$ cat src/rtl/ssid_pkg.sv
package ssid_pkg;

  // ----------------------------------------------------------------
  // Register indices, byte address is four times the index
  // ----------------------------------------------------------------
  localparam int ADDR_W = 10;
  localparam logic [7:0] IDX_ID_IN = 8'h41;  // Latched selection ID
  localparam logic [7:0] IDX_CFG = 8'h44;    // Own ID and parity enable
  localparam logic [7:0] IDX_CTRL = 8'h45;   // Operation control
  localparam logic [7:0] IDX_STS1 = 8'h46;   // Event status one
  localparam logic [7:0] IDX_IEN1 = 8'h47;   // Interrupt enable one
  localparam logic [7:0] IDX_STS2 = 8'h48;   // Event status two
  localparam logic [7:0] IDX_IEN2 = 8'h49;   // Interrupt enable two
  localparam logic [7:0] IDX_HBR = 8'h53;    // Host/buffer reset command

  // ----------------------------------------------------------------
  // Field positions
  // ----------------------------------------------------------------
  localparam int B_RST = 0;       // Status one: bus reset seen
  localparam int B_ATN = 1;       // Status one: attention seen
  localparam int B_OFS = 2;       // Status one: offset error
  localparam int B_FREE = 3;      // Status one: bus free seen
  localparam int B_BPAR = 4;      // Status one: buffer parity error
  localparam int B_SPAR = 5;      // Status one: bus parity error
  localparam int B_PARLIVE = 6;   // Status one: internal parity
  localparam int B_RSTLIVE = 7;   // Status one: live reset
  localparam int B_SEL = 0;       // Status two: selected
  localparam int B_RESEL = 1;     // Status two: reselected
  localparam int B_PAREN = 3;     // Config: parity enable
  localparam int B_AUTO = 1;      // Control: auto response enable
  localparam int B_TGT = 4;       // Control: enable target
  localparam int B_INI = 5;       // Control: enable initiator
  localparam int B_HBR = 5;       // Command: host/buffer reset
  localparam int FLAG_N = 6;      // Sticky flags in status one
  localparam int STS2_N = 2;      // Status two bits owned here
  localparam int ID_MAX = 2;      // Most ID bits on selection

  // ----------------------------------------------------------------
  // Reset values
  // ----------------------------------------------------------------
  localparam logic [7:0] RST_BYTE = 8'h00;

  // ----------------------------------------------------------------
  // Types
  // ----------------------------------------------------------------
  // SCSI bus pins as seen, all active low
  typedef struct packed {
    logic rst_n;
    logic atn_n;
    logic sel_n;
    logic bsy_n;
    logic io_n;
    logic dbp_n;
    logic [7:0] db_n;
  } ssid_scsi_t;

  // Response machine states, Gray along idle-select-reselect
  typedef enum logic [1:0] {
    ST_IDLE = 2'b00,
    ST_SEL = 2'b01,
    ST_RESEL = 2'b11
  } ssid_state_t;

endpackage : ssid_pkg

$ cat src/rtl/ssid_top.sv
// Local design decision: the APB register port.
`timescale 1ns/1ps
module ssid_top (
  // Clock and reset
  input wire logic pclk,
  input wire logic presetn,
  // APB slave
  input wire logic psel,
  input wire logic penable,
  input wire logic pwrite,
  input wire logic [ssid_pkg::ADDR_W-1:0] paddr,
  input wire logic [31:0] pwdata,
  output logic [31:0] prdata,
  output logic pready,
  output logic pslverr,
  // SCSI bus pins, asynchronous
  input wire ssid_pkg::ssid_scsi_t scsi_in,
  // Busy pin drive, open drain
  output logic scsi_bsy_o,
  output logic scsi_bsy_oe,
  // Internal transfer path, same clock
  input wire logic [7:0] int_data,
  input wire logic ofs_err,
  input wire logic buf_par_err,
  input wire logic bus_byte_stb,
  // Host interrupt
  output logic host_irq_n
);

  // ----------------------------------------------------------------
  // Pin synchronisers
  // ----------------------------------------------------------------
  ssid_pkg::ssid_scsi_t meta_q;  // First stage, read only by second
  ssid_pkg::ssid_scsi_t pin_q;   // Stable pin levels
  logic free_q;                  // Bus free level last cycle

  // Two flops on every bus pin
  always_ff @(posedge pclk or negedge presetn) begin
    if (!presetn) begin
      meta_q <= '1;
      pin_q <= '1;
      free_q <= 1'b1;
    end else begin
      meta_q <= scsi_in;
      pin_q <= meta_q;
      free_q <= pin_q.bsy_n & pin_q.sel_n;
    end
  end

  // ----------------------------------------------------------------
  // Bus decode
  // ----------------------------------------------------------------
  logic [7:0] db_act;     // Data bus, active high
  logic [3:0] id_cnt;     // Asserted ID bits
  logic own_id;           // Own ID bit present
  logic par_ok;           // Odd parity over data and parity
  logic cond_base;        // Common selection conditions
  logic sel_hit;          // Selection detected
  logic resel_hit;        // Reselection detected
  logic bus_free_rise;    // Entry into bus free
  logic [7:0] cfg_q;
  logic [7:0] ctrl_q;

  assign db_act = ~pin_q.db_n;
  assign par_ok = ^{db_act, ~pin_q.dbp_n};
  assign own_id = db_act[cfg_q[2:0]];
  assign bus_free_rise = pin_q.bsy_n & pin_q.sel_n & ~free_q;

  // Count asserted ID bits
  always_comb begin
    id_cnt = 4'h0;
    for (int i = 0; i < 8; i++) begin
      id_cnt = id_cnt + {3'h0, db_act[i]};
    end
  end

  logic [1:0] st_q;

  // Conditions shared by selection and reselection
  assign cond_base = ctrl_q[ssid_pkg::B_AUTO] & ~pin_q.sel_n & pin_q.bsy_n & own_id
    & (par_ok | ~cfg_q[ssid_pkg::B_PAREN]) & pin_q.rst_n
    & (st_q == ssid_pkg::ST_IDLE);
  assign sel_hit = cond_base & pin_q.io_n
    & (id_cnt <= 4'(ssid_pkg::ID_MAX));
  assign resel_hit = cond_base & ~pin_q.io_n
    & (id_cnt == 4'(ssid_pkg::ID_MAX));

  // ----------------------------------------------------------------
  // APB access
  // ----------------------------------------------------------------
  logic [7:0] idx;        // Word index of the access
  logic wr_en;            // Write takes effect this edge
  logic mapped;           // Address hits a register
  logic [7:0] wb;         // Write byte
  assign idx = paddr[ssid_pkg::ADDR_W-1:2];
  assign wr_en = psel & penable & pwrite & pready;
  assign wb = pwdata[7:0];

  // Address decode
  always_comb begin
    case (idx)
      ssid_pkg::IDX_ID_IN, ssid_pkg::IDX_CFG, ssid_pkg::IDX_CTRL,
      ssid_pkg::IDX_STS1, ssid_pkg::IDX_IEN1, ssid_pkg::IDX_STS2,
      ssid_pkg::IDX_IEN2, ssid_pkg::IDX_HBR: mapped = 1'b1;
      default: mapped = 1'b0;
    endcase
  end

  // ----------------------------------------------------------------
  // Registers
  // ----------------------------------------------------------------
  logic [5:0] sts1_q, sts1_d;   // Sticky flags one
  logic [7:0] ien1_q, ien1_d;   // Enables one
  logic [1:0] sts2_q, sts2_d;   // Sticky flags two
  logic [1:0] ien2_q, ien2_d;   // Enables two
  logic [7:0] cfg_d;
  logic [7:0] ctrl_d;
  logic [7:0] id_q, id_d;       // Latched ID byte
  logic hbr_q, hbr_d;           // Host/buffer reset pulse
  logic par_q, par_d;           // Internal parity sample
  logic [5:0] ev1;              // Set events, status one
  logic wr_s1, wr_s2;

  assign wr_s1 = wr_en & (idx == ssid_pkg::IDX_STS1);
  assign wr_s2 = wr_en & (idx == ssid_pkg::IDX_STS2);

  // Event sources for status one
  always_comb begin
    ev1 = '0;
    ev1[ssid_pkg::B_ATN] = ~pin_q.atn_n;
    ev1[ssid_pkg::B_OFS] = ofs_err;
    ev1[ssid_pkg::B_FREE] = bus_free_rise;
    ev1[ssid_pkg::B_BPAR] = buf_par_err;
    ev1[ssid_pkg::B_SPAR] = bus_byte_stb & cfg_q[ssid_pkg::B_PAREN] & ~par_ok;
  end

  // Next values of all software-visible state
  always_comb begin
    sts1_d = sts1_q;
    ien1_d = ien1_q;
    sts2_d = sts2_q;
    ien2_d = ien2_q;
    cfg_d = cfg_q;
    ctrl_d = ctrl_q;
    id_d = id_q;
    hbr_d = 1'b0;
    par_d = ^int_data;
    // Software writes
    if (wr_s1) begin
      sts1_d = sts1_q & ~wb[5:0];
    end
    if (wr_s2) begin
      sts2_d = sts2_q & ~wb[1:0];
    end
    if (wr_en) begin
      case (idx)
        ssid_pkg::IDX_CFG: cfg_d = wb;
        ssid_pkg::IDX_CTRL: ctrl_d = wb;
        ssid_pkg::IDX_IEN1: ien1_d = {2'h0, wb[5:0]};
        ssid_pkg::IDX_IEN2: ien2_d = wb[1:0];
        ssid_pkg::IDX_HBR: hbr_d = wb[ssid_pkg::B_HBR];
        default: ;
      endcase
    end
    // Hardware sets win over clears
    sts1_d = sts1_d | ev1;
    if (sel_hit) begin
      sts2_d[ssid_pkg::B_SEL] = 1'b1;
      ctrl_d[ssid_pkg::B_TGT] = 1'b1;
      id_d = db_act;
    end
    if (resel_hit) begin
      sts2_d[ssid_pkg::B_RESEL] = 1'b1;
      ctrl_d[ssid_pkg::B_INI] = 1'b1;
      id_d = db_act;
    end
    // Bus reset in progress
    if (!pin_q.rst_n) begin
      sts1_d = 6'(1 << ssid_pkg::B_RST);
      sts2_d = '0;
      ctrl_d = ssid_pkg::RST_BYTE;
    end
    // Host/buffer reset command
    if (hbr_q) begin
      sts1_d = '0;
      ien1_d = ssid_pkg::RST_BYTE;
      sts2_d = '0;
      ien2_d = '0;
      ctrl_d = ssid_pkg::RST_BYTE;
    end
  end

  // Register the state, chip reset clears it all
  always_ff @(posedge pclk or negedge presetn) begin
    if (!presetn) begin
      sts1_q <= '0;
      ien1_q <= ssid_pkg::RST_BYTE;
      sts2_q <= '0;
      ien2_q <= '0;
      cfg_q <= ssid_pkg::RST_BYTE;
      ctrl_q <= ssid_pkg::RST_BYTE;
      id_q <= ssid_pkg::RST_BYTE;
      hbr_q <= 1'b0;
      par_q <= 1'b0;
    end else begin
      sts1_q <= sts1_d;
      ien1_q <= ien1_d;
      sts2_q <= sts2_d;
      ien2_q <= ien2_d;
      cfg_q <= cfg_d;
      ctrl_q <= ctrl_d;
      id_q <= id_d;
      hbr_q <= hbr_d;
      par_q <= par_d;
    end
  end

  // ----------------------------------------------------------------
  // Busy response machine
  // ----------------------------------------------------------------
  ssid_pkg::ssid_state_t st_d;
  logic bsy_oe_d;

  // Hold busy after selection or reselection
  always_comb begin
    st_d = ssid_pkg::ssid_state_t'(st_q);
    case (ssid_pkg::ssid_state_t'(st_q))
      ssid_pkg::ST_IDLE: begin
        if (sel_hit) begin
          st_d = ssid_pkg::ST_SEL;
        end else if (resel_hit) begin
          st_d = ssid_pkg::ST_RESEL;
        end
      end
      ssid_pkg::ST_SEL: begin
        // Target keeps busy while enabled
        if (!ctrl_q[ssid_pkg::B_TGT]) begin
          st_d = ssid_pkg::ST_IDLE;
        end
      end
      ssid_pkg::ST_RESEL: begin
        // Release once the target lets select go
        if (pin_q.sel_n) begin
          st_d = ssid_pkg::ST_IDLE;
        end
      end
      default: st_d = ssid_pkg::ST_IDLE;
    endcase
    if (!ctrl_q[ssid_pkg::B_AUTO] || !pin_q.rst_n || hbr_q) begin
      st_d = ssid_pkg::ST_IDLE;
    end
    bsy_oe_d = (st_d != ssid_pkg::ST_IDLE);
  end

  // Register state and busy drive
  always_ff @(posedge pclk or negedge presetn) begin
    if (!presetn) begin
      st_q <= ssid_pkg::ST_IDLE;
      scsi_bsy_oe <= 1'b0;
    end else begin
      st_q <= st_d;
      scsi_bsy_oe <= bsy_oe_d;
    end
  end
  assign scsi_bsy_o = 1'b0;

  // ----------------------------------------------------------------
  // Read data, ready and interrupt
  // ----------------------------------------------------------------
  logic [7:0] rd_byte;
  logic irq_d;

  // Read multiplexer
  always_comb begin
    case (idx)
      ssid_pkg::IDX_ID_IN: rd_byte = id_q;
      ssid_pkg::IDX_CFG: rd_byte = cfg_q;
      ssid_pkg::IDX_CTRL: rd_byte = ctrl_q;
      ssid_pkg::IDX_STS1: rd_byte = {~pin_q.rst_n, par_q, sts1_q};
      ssid_pkg::IDX_IEN1: rd_byte = ien1_q;
      ssid_pkg::IDX_STS2: rd_byte = {6'h00, sts2_q};
      ssid_pkg::IDX_IEN2: rd_byte = {6'h00, ien2_q};
      default: rd_byte = 8'h00;
    endcase
  end

  assign irq_d = |(sts1_d & ien1_d[5:0]) | |(sts2_d & ien2_d);

  // Answer in the first access cycle, registered
  always_ff @(posedge pclk or negedge presetn) begin
    if (!presetn) begin
      prdata <= 32'h0000_0000;
      pready <= 1'b0;
      pslverr <= 1'b0;
      host_irq_n <= 1'b1;
    end else begin
      prdata <= {24'h00_0000, rd_byte};
      pready <= psel & ~penable;
      pslverr <= psel & ~penable & ~mapped;
      host_irq_n <= ~irq_d;
    end
  end
endmodule : ssid_top

$ cat config.mk
export PLATFORM = sky130hd
export DESIGN_NAME = ssid_top
export DESIGN_NICKNAME = d
export VERILOG_FILES = /design/src/rtl/ssid_pkg.sv /design/src/rtl/ssid_top.sv
export SDC_FILE = /design/constraint.sdc
export NUM_CORES = 1
export LEC_CHECK = 0
export ABC_AREA = 1
export BUFFER_PORTS_ARGS = -buffer_cell sky130_fd_sc_hd__buf_2
export CAP_MARGIN = 30
export CORE_ASPECT_RATIO = 1.1
export CORE_MARGIN = 3
export CORE_UTILIZATION = 57
export DETAILED_ROUTE_END_ITERATION = 10
export GPL_ROUTABILITY_DRIVEN = 0
export PLACE_DENSITY = 0.95
export RECOVER_POWER = 100
export SETUP_SLACK_MARGIN = 0.5
export SLEW_MARGIN = 20
export SYNTH_ARGS = -nofsm -noshare
export SYNTH_HDL_FRONTEND = slang
export SYNTH_SLANG_ARGS = --single-unit
$ cat constraint.sdc
create_clock -name pclk -period 8.65 [get_ports pclk]
set_input_delay 0 -clock pclk [delete_from_list [all_inputs] [get_ports pclk]]
set_output_delay 0 -clock pclk [all_outputs]
set_load 0.02 [all_outputs]
==> results of run 1 <==
synth_stat cells, drive strengths merged (4+ instances only):
| cell | instances | area, um2 |
|---|---|---|
| dfrtp | 55 | 1380 |
| a221oi | 4 | 35.0 |
| o21ai | 35 | 243 |
| nand4 | 4 | 25.0 |
| a21oi | 16 | 83.8 |
| nand2 | 103 | 422 |
| o22ai | 8 | 50.1 |
| xnor2 | 8 | 70.1 |
| nand3 | 22 | 163 |
| buf | 27 | 210 |
| inv | 60 | 233 |
| fa | 4 | 80.1 |
| nor3 | 6 | 46.3 |
| nor2 | 34 | 193 |
| a31oi | 4 | 25.0 |
| dfstp | 30 | 788 |
registers in the layout, summed over array words and instances, names as in the netlist:
name / cells
free_q: 1
par_q: 1
hbr_q: 1
scsi_bsy_oe: 1
pin_q: 14
host_irq_n: 1
ien2_q: 2
meta_q: 14
cfg_q: 8
id_q: 8
ctrl_q: 8
sts1_q: 6
pready: 1
st_q: 2
prdata: 8
sts2_q: 2
ien1_q: 6
pslverr: 1
logic make-up after synthesis:
group | after synthesis | synth area share, %
buffers and inverters | 87 | 10.4
xor gates and xnor gates | 10 | 2.06
adders and majority gates | 7 | 2.76
and+or+nand+nor | 177 | 21.4
DFF | 85 | 50.9
muxes | 1 | 0.353
AOI/OAI and AO/OA | 75 | 12.1
other | 1 | 0.0882
how the worst max path moves through the flow:
stage,endpoint,slack (ps),cells past startpoint
after floorplan,id_q[6]$_DFFE_PN0P_,5030,13
after global placement,scsi_bsy_oe$_DFF_PN0_,4810,11
after detailed placement,scsi_bsy_oe$_DFF_PN0_,4600,11
after CTS,scsi_bsy_oe$_DFF_PN0_,4570,11
after global routing,scsi_bsy_oe$_DFF_PN0_,3710,11
final,scsi_bsy_oe$_DFF_PN0_,4020,11
worst reg2reg max path: stages (launching register included):
cell      delay [ps]
dfstp_1          660
fa_1             450
inv_1             70
fa_1             420
fa_1             500
ha_1             180
inv_1             60
fa_1             460
o21ai_0          230
nor3_1           110
o211ai_1         980
a21boi_0         280
layout make-up:
class | instances | share of cell area (%)
sequential | 85 | 45.0
clock buffer | 14 | 3.82
inverter | 60 | 4.84
timing repair buffer | 83 | 11.0
clock inverter | 2 | 0.286
tap | 85 | 2.21
multi-input combinational | 295 | 32.9
layout by cell type, fill, tap and decap left out, drive strengths merged, types with 2 or more instances in the layout:
cell	instances
dfrtp	55
dlygate4sd3	26
a21oi	16
xnor2	8
o2111ai	2
o22ai	8
nand3	22
nand4	4
nor3	6
a21boi	2
a221oi	4
or2	2
inv	60
nand2	103
xor2	2
fa	4
buf	42
o211ai	2
o21ai	35
dfstp	30
clkbuf	29
ha	3
a31oi	4
clkinv	2
conb	25
nor2	34
per-stage QoR:
| step | instance area (um2) | worst slack (ps) |
|---|---|---|
| after CTS | 4990 | 4570 |
| after floorplan | 4340 | 5030 |
| after global routing | 4810 | 3710 |
| after detailed placement | 4530 | 4600 |
| final | 4810 | 4020 |
| after global placement | 4530 | 4810 |
where the power goes:
part | leakage [nW] | internal, mW | switching, mW
clock | 0.102 | 0.138 | 0.138
sequential | 1.06 | 0.414 | 0.00804
combinational | 1.16 | 0.0374 | 0.0616
metal layers:
metal	track usage (%)	share of wire [%]
met1	29.1	38
met2	37.8	49
met3	6.98	9.6
met4	8.37	3.5
met5	0	0
repair_timing:
action	CTS	global route
hold endpoints to repair	87	0
hold buffers	26	0
setup buffers	0	0
==> summary.txt, run 1 <==
Route
  – Vias post-DR: between 3000 and 4000
  – Vias per cell: ~5.6
  – Drc violations: 0
  – Drt wl/cell: between 15 and 20 um
  – Routed WL: roughly 9500 um
  – 1st-iter DRT viols: 439
  – Routed Antenna Nets: 0
  – DR pass1 iterations: 5

Logic synthesis
  – Ys async rst share: between 90% and 100%
  – Post-Syn Instances: ~440
  – Top_reg_cell synth: dfrtp_1
  – Synth Register Bits: between 80 and 90
  – Synth warnings: 0
  – Syn Area/Cell: around 9.6 um2
  – EDFF count, synth: 0
  – Sequential-to-total area share from yosys stat: 50.9%
  – Distinct cells, synth: 50
  – Mapped Area: about 4300 um2

Clock network
  – Max Buffers Root-to-Sink: 2
  – Clk sink count: 85
  – Clock transition at path regs: roughly 70 ps
  – CTS tree: built
  – Total CTS buffers: 9
  – CTS root buf: clkbuf_8
  – Post-CTS Resized: 0
  – Skew-Pair Late Insertion Delay: between 300 and 400 ps
  – H-tree depth: 3

GRT
  – Vias in the first global route: roughly 3300
  – GRT Total Usage: 23.3%
  – First-pass GRT wire length: around 15000 um
  – Pin count of the biggest net entering global routing: 86
  – Initial antenna violation count: 0
  – Global route overflow: 0

Worst setup path
  – CP cell instances: fa_1 > inv_1 > fa_1 > fa_1 > ha_1 > inv_1 > fa_1 > o21ai_0 > nor3_1 > o211ai_1 > a21boi_0
  – CP dominant cell by count: fa_1
  – CP max-delay cell: o211ai_1
  – RR Endpoint: scsi_bsy_oe$_DFF_PN0_
  – Crit end category: flip-flop
  – Worst reg2reg path depth: 11
  – Critical path class: flip-flop to flip-flop
  – Slowest stage delay, CP: 980 ps
  – Critical path launch point: pin_q[1]$_DFF_PN1_
  – Critical path buffer and inverter count: 2
  – CP arrival: ~4800 ps
  – Max FO, Critical Path: 18
  – Delay-heaviest family, CP: adder cells
  – Crit path launch type: flip-flop
  – Reg2reg setup slack: approximately 4000 ps
  – Origin of the critical flop-to-flop path: pin_q[1]$_DFF_PN1_
  – Worst Path Required: just under 9000 ps

STA
  – Final Hold Viols: 0
  – Unrepaired setup endpoints after global routing: no
  – Final Cycle Share: a little over half
  – Slew HR: -185%
  – Endpoints failing setup: 0
  – Fin Setup TNS: 0 ps
  – Fmax: between 200 and 250 MHz
  – Fin Hold WS: 41.2 ps
  – Worst slew pin tran: roughly 4300 ps
  – Final max-slew violation count: 86
  – Max Clock Skew: 6.64 ps
  – Final worst path period need: approximately 4600 ps

Floorplanning
  – Starting Density: between 50% and 60%
  – Die ar.: around 8500 um2
  – Die Span Y: 96.6 um
  – Core area: 7130 um2
  – # IOs: 109
  – Row cnt: 32
  – Die W: slightly below 90 um

Finish
  – Post-layout util: 67.5%
  – Multi-input gate area: 1580 um2
  – NumNets Final: just over 600
  – Number of diodes: 0
  – Ratio of cells with drive above 1 in the final layout: 22.3%
  – Fin cells: between 600 and 700
  – Fillers: 540
  – Synthesis-to-finish area growth: 13.1%
  – Reg area: between 2000 and 2500 um2

Worst hold path
  – Hold Path Depth: 4
  – Hold/Removal Path Class: input pin to flip-flop
  – Hold EP: par_q$_DFF_PN0_
  – Min-delay src: int_data[4]

Power and ir drop
  – Peak supply drop: 115 uV
  – Power per cell area: 166 nW/um2
  – Overall power: between 0.7 and 0.8 mW
  – Leak: between 2 and 2.5 nW

Placed design
  – Input/output buffers: 57
  – DP HPWL: 6650 um
  – Placed cells: about 580

Run status
  – Outcome: complete, but fails checks
  – Failing checks: max-capacitance violations, max-slew violations

Job
  – Max-Cap Viols: 1
(Power assumes the default switching activity.)
==> run 2: changes to the inputs <==
- ABC_AREA: 1 -> 0
- CORE_UTILIZATION: 57 -> 47
- PLACE_DENSITY: 0.95 -> 0.88
- clock period: 8.65 -> 4.1 ns (I/O delays scaled with it)
==> run 2 against run 1 <==
The flow still finishes with violations (max-capacitance violations, max-slew violations); power is 120% higher; non-clock buffer count increased by 14; die area rose by 13%; sequential power grew 110%; utilization shrank 6.9 points; hold slack worse by 4.8 ps; area after synthesis decreased by 5.8%.
==> summary.txt, run 2 <==
Run status
  – Outcome: complete, but fails checks
  – Failing checks: max-capacitance violations, max-slew violations

Worst setup path
  – Critical path class: flip-flop to flip-flop
  – Worst Path Required: 4340 ps (-4460 ps)
  – Crit path launch type: flip-flop
  – CP dominant cell by count: fa_1
  – Crit end category: flip-flop
  – Max FO, Critical Path: 8 (-10)
  – Slowest stage delay, CP: 560 ps (-420 ps)
  – Critical path buffer and inverter count: 3 (+1)
  – Delay-heaviest family, CP: adder cells
  – CP cell instances: fa_1 > inv_1 > fa_1 > fa_1 > ha_1 > inv_1 > fa_2 > inv_2 > a21oi_4 > o211a_4 > mux2_2
  – CP max-delay cell: dfstp_1
  – CP arrival: 4100 ps (-680 ps)

Floorplanning
  – Core area: 8080 um2 (+13%)
  – Die W: 94.0 um (+6.4%)
  – Row cnt: 34 (+6.3%)
  – Die Span Y: 103 um (+6.4%)
  – Die ar.: 9670 um2 (+13%)
  – # IOs: 109 (unchanged)
  – Starting Density: 49.6% (-10 points)

Worst hold path
  – Hold/Removal Path Class: input pin to flip-flop

Logic synthesis
  – Top cells by count, synth: dfrtp_1 (55), dfstp_2 (30), buf_4 (26)
  – Area leader, netlist: dfrtp_1
  – Post-Syn Instances: 333 (-25%)
  – Post-synth top area share: 34.4% (+2.0 points)
  – Largest family of logic cells by synthesized area: simple AND/OR/NAND/NOR gates
  – Mapped Area: 4010 um2 (-5.8%)
  – Ys async rst share: 100% (unchanged)
  – Synth Area in Simple Gates: 11.8% (-9.5 points)
  – Top cells by area, synth: dfrtp_1 (34%), dfstp_2 (20%), mux2i_1 (5.5%)
  – Most numerous cell in the Yosys netlist: dfrtp_1
  – Mux cell area share after synthesis: 10.8% (+10 points)
  – Syn Area/Cell: 12.0 um2 (+25%)
  – Post-synthesis compound-gate area fraction: 9.28% (-2.8 points)
  – Synth Register Bits: 85 (unchanged)
  – Post-synthesis adder-cell area fraction: 2.94% (+0.17 points)
  – Sequential-to-total area share from yosys stat: 54.0% (+3.1 points)
  – XOR/XNOR share of the synthesized area: 3.31% (+1.3 points)
  – Top_reg_cell synth: dfrtp_1
  – Synth warnings: 0 (unchanged)
  – EDFF count, synth: 0 (unchanged)
  – Distinct cells, synth: 47 (-6.0%)

Route
  – Drc violations: 0 (unchanged)
  – Vias post-DR: 3033 (-13%)
  – Routed Antenna Nets: 0 (unchanged)
  – Routed WL: 9450 um (-0.52%)
  – Drt wl/cell: 17.3 um (+14%)
  – DR pass1 iterations: 7 (+2)
  – Vias per cell: 5.55 (about the same)
  – 1st-iter DRT viols: 287 (-35%)

STA
  – Final Hold Viols: 0 (unchanged)
  – Unrepaired setup endpoints after global routing: yes
  – Fmax: 259 MHz (+20%)
  – Final worst path period need: 3860 ps (-770 ps)
  – Final max-slew violation count: 111 (+29%)
  – Worst slew pin tran: 2010 ps (-2260 ps)
  – Max Clock Skew: 8.57 ps (+1.92 ps)
  – Fin Setup TNS: 0 ps (unchanged)
  – Final Cycle Share: 94.1% (+41 points)
  – Endpoints failing setup: 0 (unchanged)
  – Slew HR: -34.3% (+150 points)

GRT
  – GRT Total Usage: 19.7% (-3.5 points)
  – Initial antenna violation count: 0 (unchanged)
  – First-pass GRT wire length: 14300 um (-7.2%)
  – Vias in the first global route: 3011 (-9.7%)
  – Global route overflow: 0 (unchanged)
  – Pin count of the biggest net entering global routing: 86 (unchanged)

Finish
  – NumNets Final: 512 (-16%)
  – Largest regs: meta_q: 14 flops, pin_q: 14 flops
  – Ratio of cells with drive above 1 in the final layout: 28.8% (+6.5 points)
  – Fillers: 641 (+19%)
  – Commonest non-fill, non-tap cells in the layout: dfrtp_1 (55), buf_2 (44), dlygate4sd3_1 (29)
  – Most common cell after layout, fill and taps aside: dfrtp_1
  – Reg area: 2160 um2 (unchanged)
  – Number of diodes: 0 (unchanged)
  – Synthesis-to-finish area growth: 22.2%
  – Multi-input gate area: 1650 um2 (+4.5%)
  – Post-layout util: 60.6% (-6.9 points)

Placed design
  – Input/output buffers: 57 (unchanged)
  – DP HPWL: 6140 um (-7.7%)

Clock network
  – Clk sink count: 85 (unchanged)
  – Max Buffers Root-to-Sink: 2 (unchanged)
  – Clock transition at path regs: 90 ps (+20 ps)
  – H-tree depth: 3 (unchanged)
  – Total CTS buffers: 9 (unchanged)
  – Skew-Pair Late Insertion Delay: 360 ps (about the same)
  – CTS root buf: clkbuf_8
  – CTS tree: built

Power and ir drop
  – Power per cell area: 357 nW/um2 (+120%)
  – Leak: 2.31 nW (-0.60%)
  – Peak supply drop: 218 uV (+90%)

Job
  – Max-Cap Viols: 4 (+3)
## run 2: final timing paths
kind	start	end	cells past startpoint	slack, ps
worst max register to register	pin_q[3]$_DFF_PN1_	id_q[6]$_DFFE_PN0P_	11	240
max in group asynchronous	presetn	prdata[4]$_DFF_PN0_	2	2160
worst min-delay path	paddr[6]	pslverr$_DFF_PN0_	3	40
worst min register to register	meta_q[12]$_DFF_PN1_	pin_q[12]$_DFF_PN1_	0	360
worst max-delay path	pin_q[3]$_DFF_PN1_	id_q[6]$_DFFE_PN0P_	11	240
min in group asynchronous	presetn	id_q[6]$_DFFE_PN0P_	2	770
## run 2: layer usage
| layer | routed length (um) | track usage, % |
|---|---|---|
| met1 | 3540 | 22.8 |
| met2 | 4830 | 33.6 |
| met3 | 678 | 5.04 |
| met4 | 399 | 10.9 |
| met5 | 0 | 0 |
## run 2: worst reg2reg max path: stages, from the launching register on
cell	delay [ps]
dfstp_1	560
fa_1	440
inv_1	90
fa_1	420
fa_1	500
ha_1	200
inv_1	80
fa_2	560
inv_2	60
a21oi_4	210
o211a_4	260
mux2_2	350
## run 2: timing repair
action / CTS / global route
hold buffers: 29 / 0
endpoints found under the hold margin: 93 / 0
buffers inserted: 8 / 1
pin swaps: 3 / 6
resized for setup: 6 / 13
endpoints found under the setup margin: 12 / 16
## run 2: cell families (layout without fill, tap and decap cells)
| kind of cell | count (synthesis) | after routing |
|---|---|---|
| AOI/OAI and AO/OA | 51 | 51 |
| other | 1 | 25 |
| xor gates and xnor gates | 12 | 12 |
| muxes | 40 | 40 |
| buffers and inverters | 54 | 135 |
| adders and majority gates | 7 | 7 |
| DFF | 85 | 85 |
| and+or+nand+nor | 83 | 83 |
## run 2: area by class of cell
cell class / instances / share of cell area, %
flip-flops and latches: 85 / 44.2
repair buffers: 97 / 13.1
clock inverters: 4 / 1.05
clock buffers: 12 / 3.40
multi-input cells: 218 / 33.8
inverters: 22 / 1.69
well taps: 108 / 2.76
## run 2: through the flow
stage               hold WS (ps)  total power, mW  cell area (um2)  worst slack, ps  cells
finish                      36.4             1.75             4900              244    546
global route                28.8             1.82             4900              139    546
floorplan                   -296             1.03             4120              494    357
global placement             105             1.07             4320              265    491
detailed placement           106             1.09             4320              104    491
CTS                         19.9             1.75             4900              332    544
## run 2: where the power goes
| group | leakage, nW | internal, mW | switching [mW] | total, mW |
|---|---|---|---|---|
| logic | 1.13 | 0.0978 | 0.134 | 0.232 |
| clock network | 0.113 | 0.337 | 0.292 | 0.629 |
| registers | 1.07 | 0.872 | 0.0145 | 0.887 |
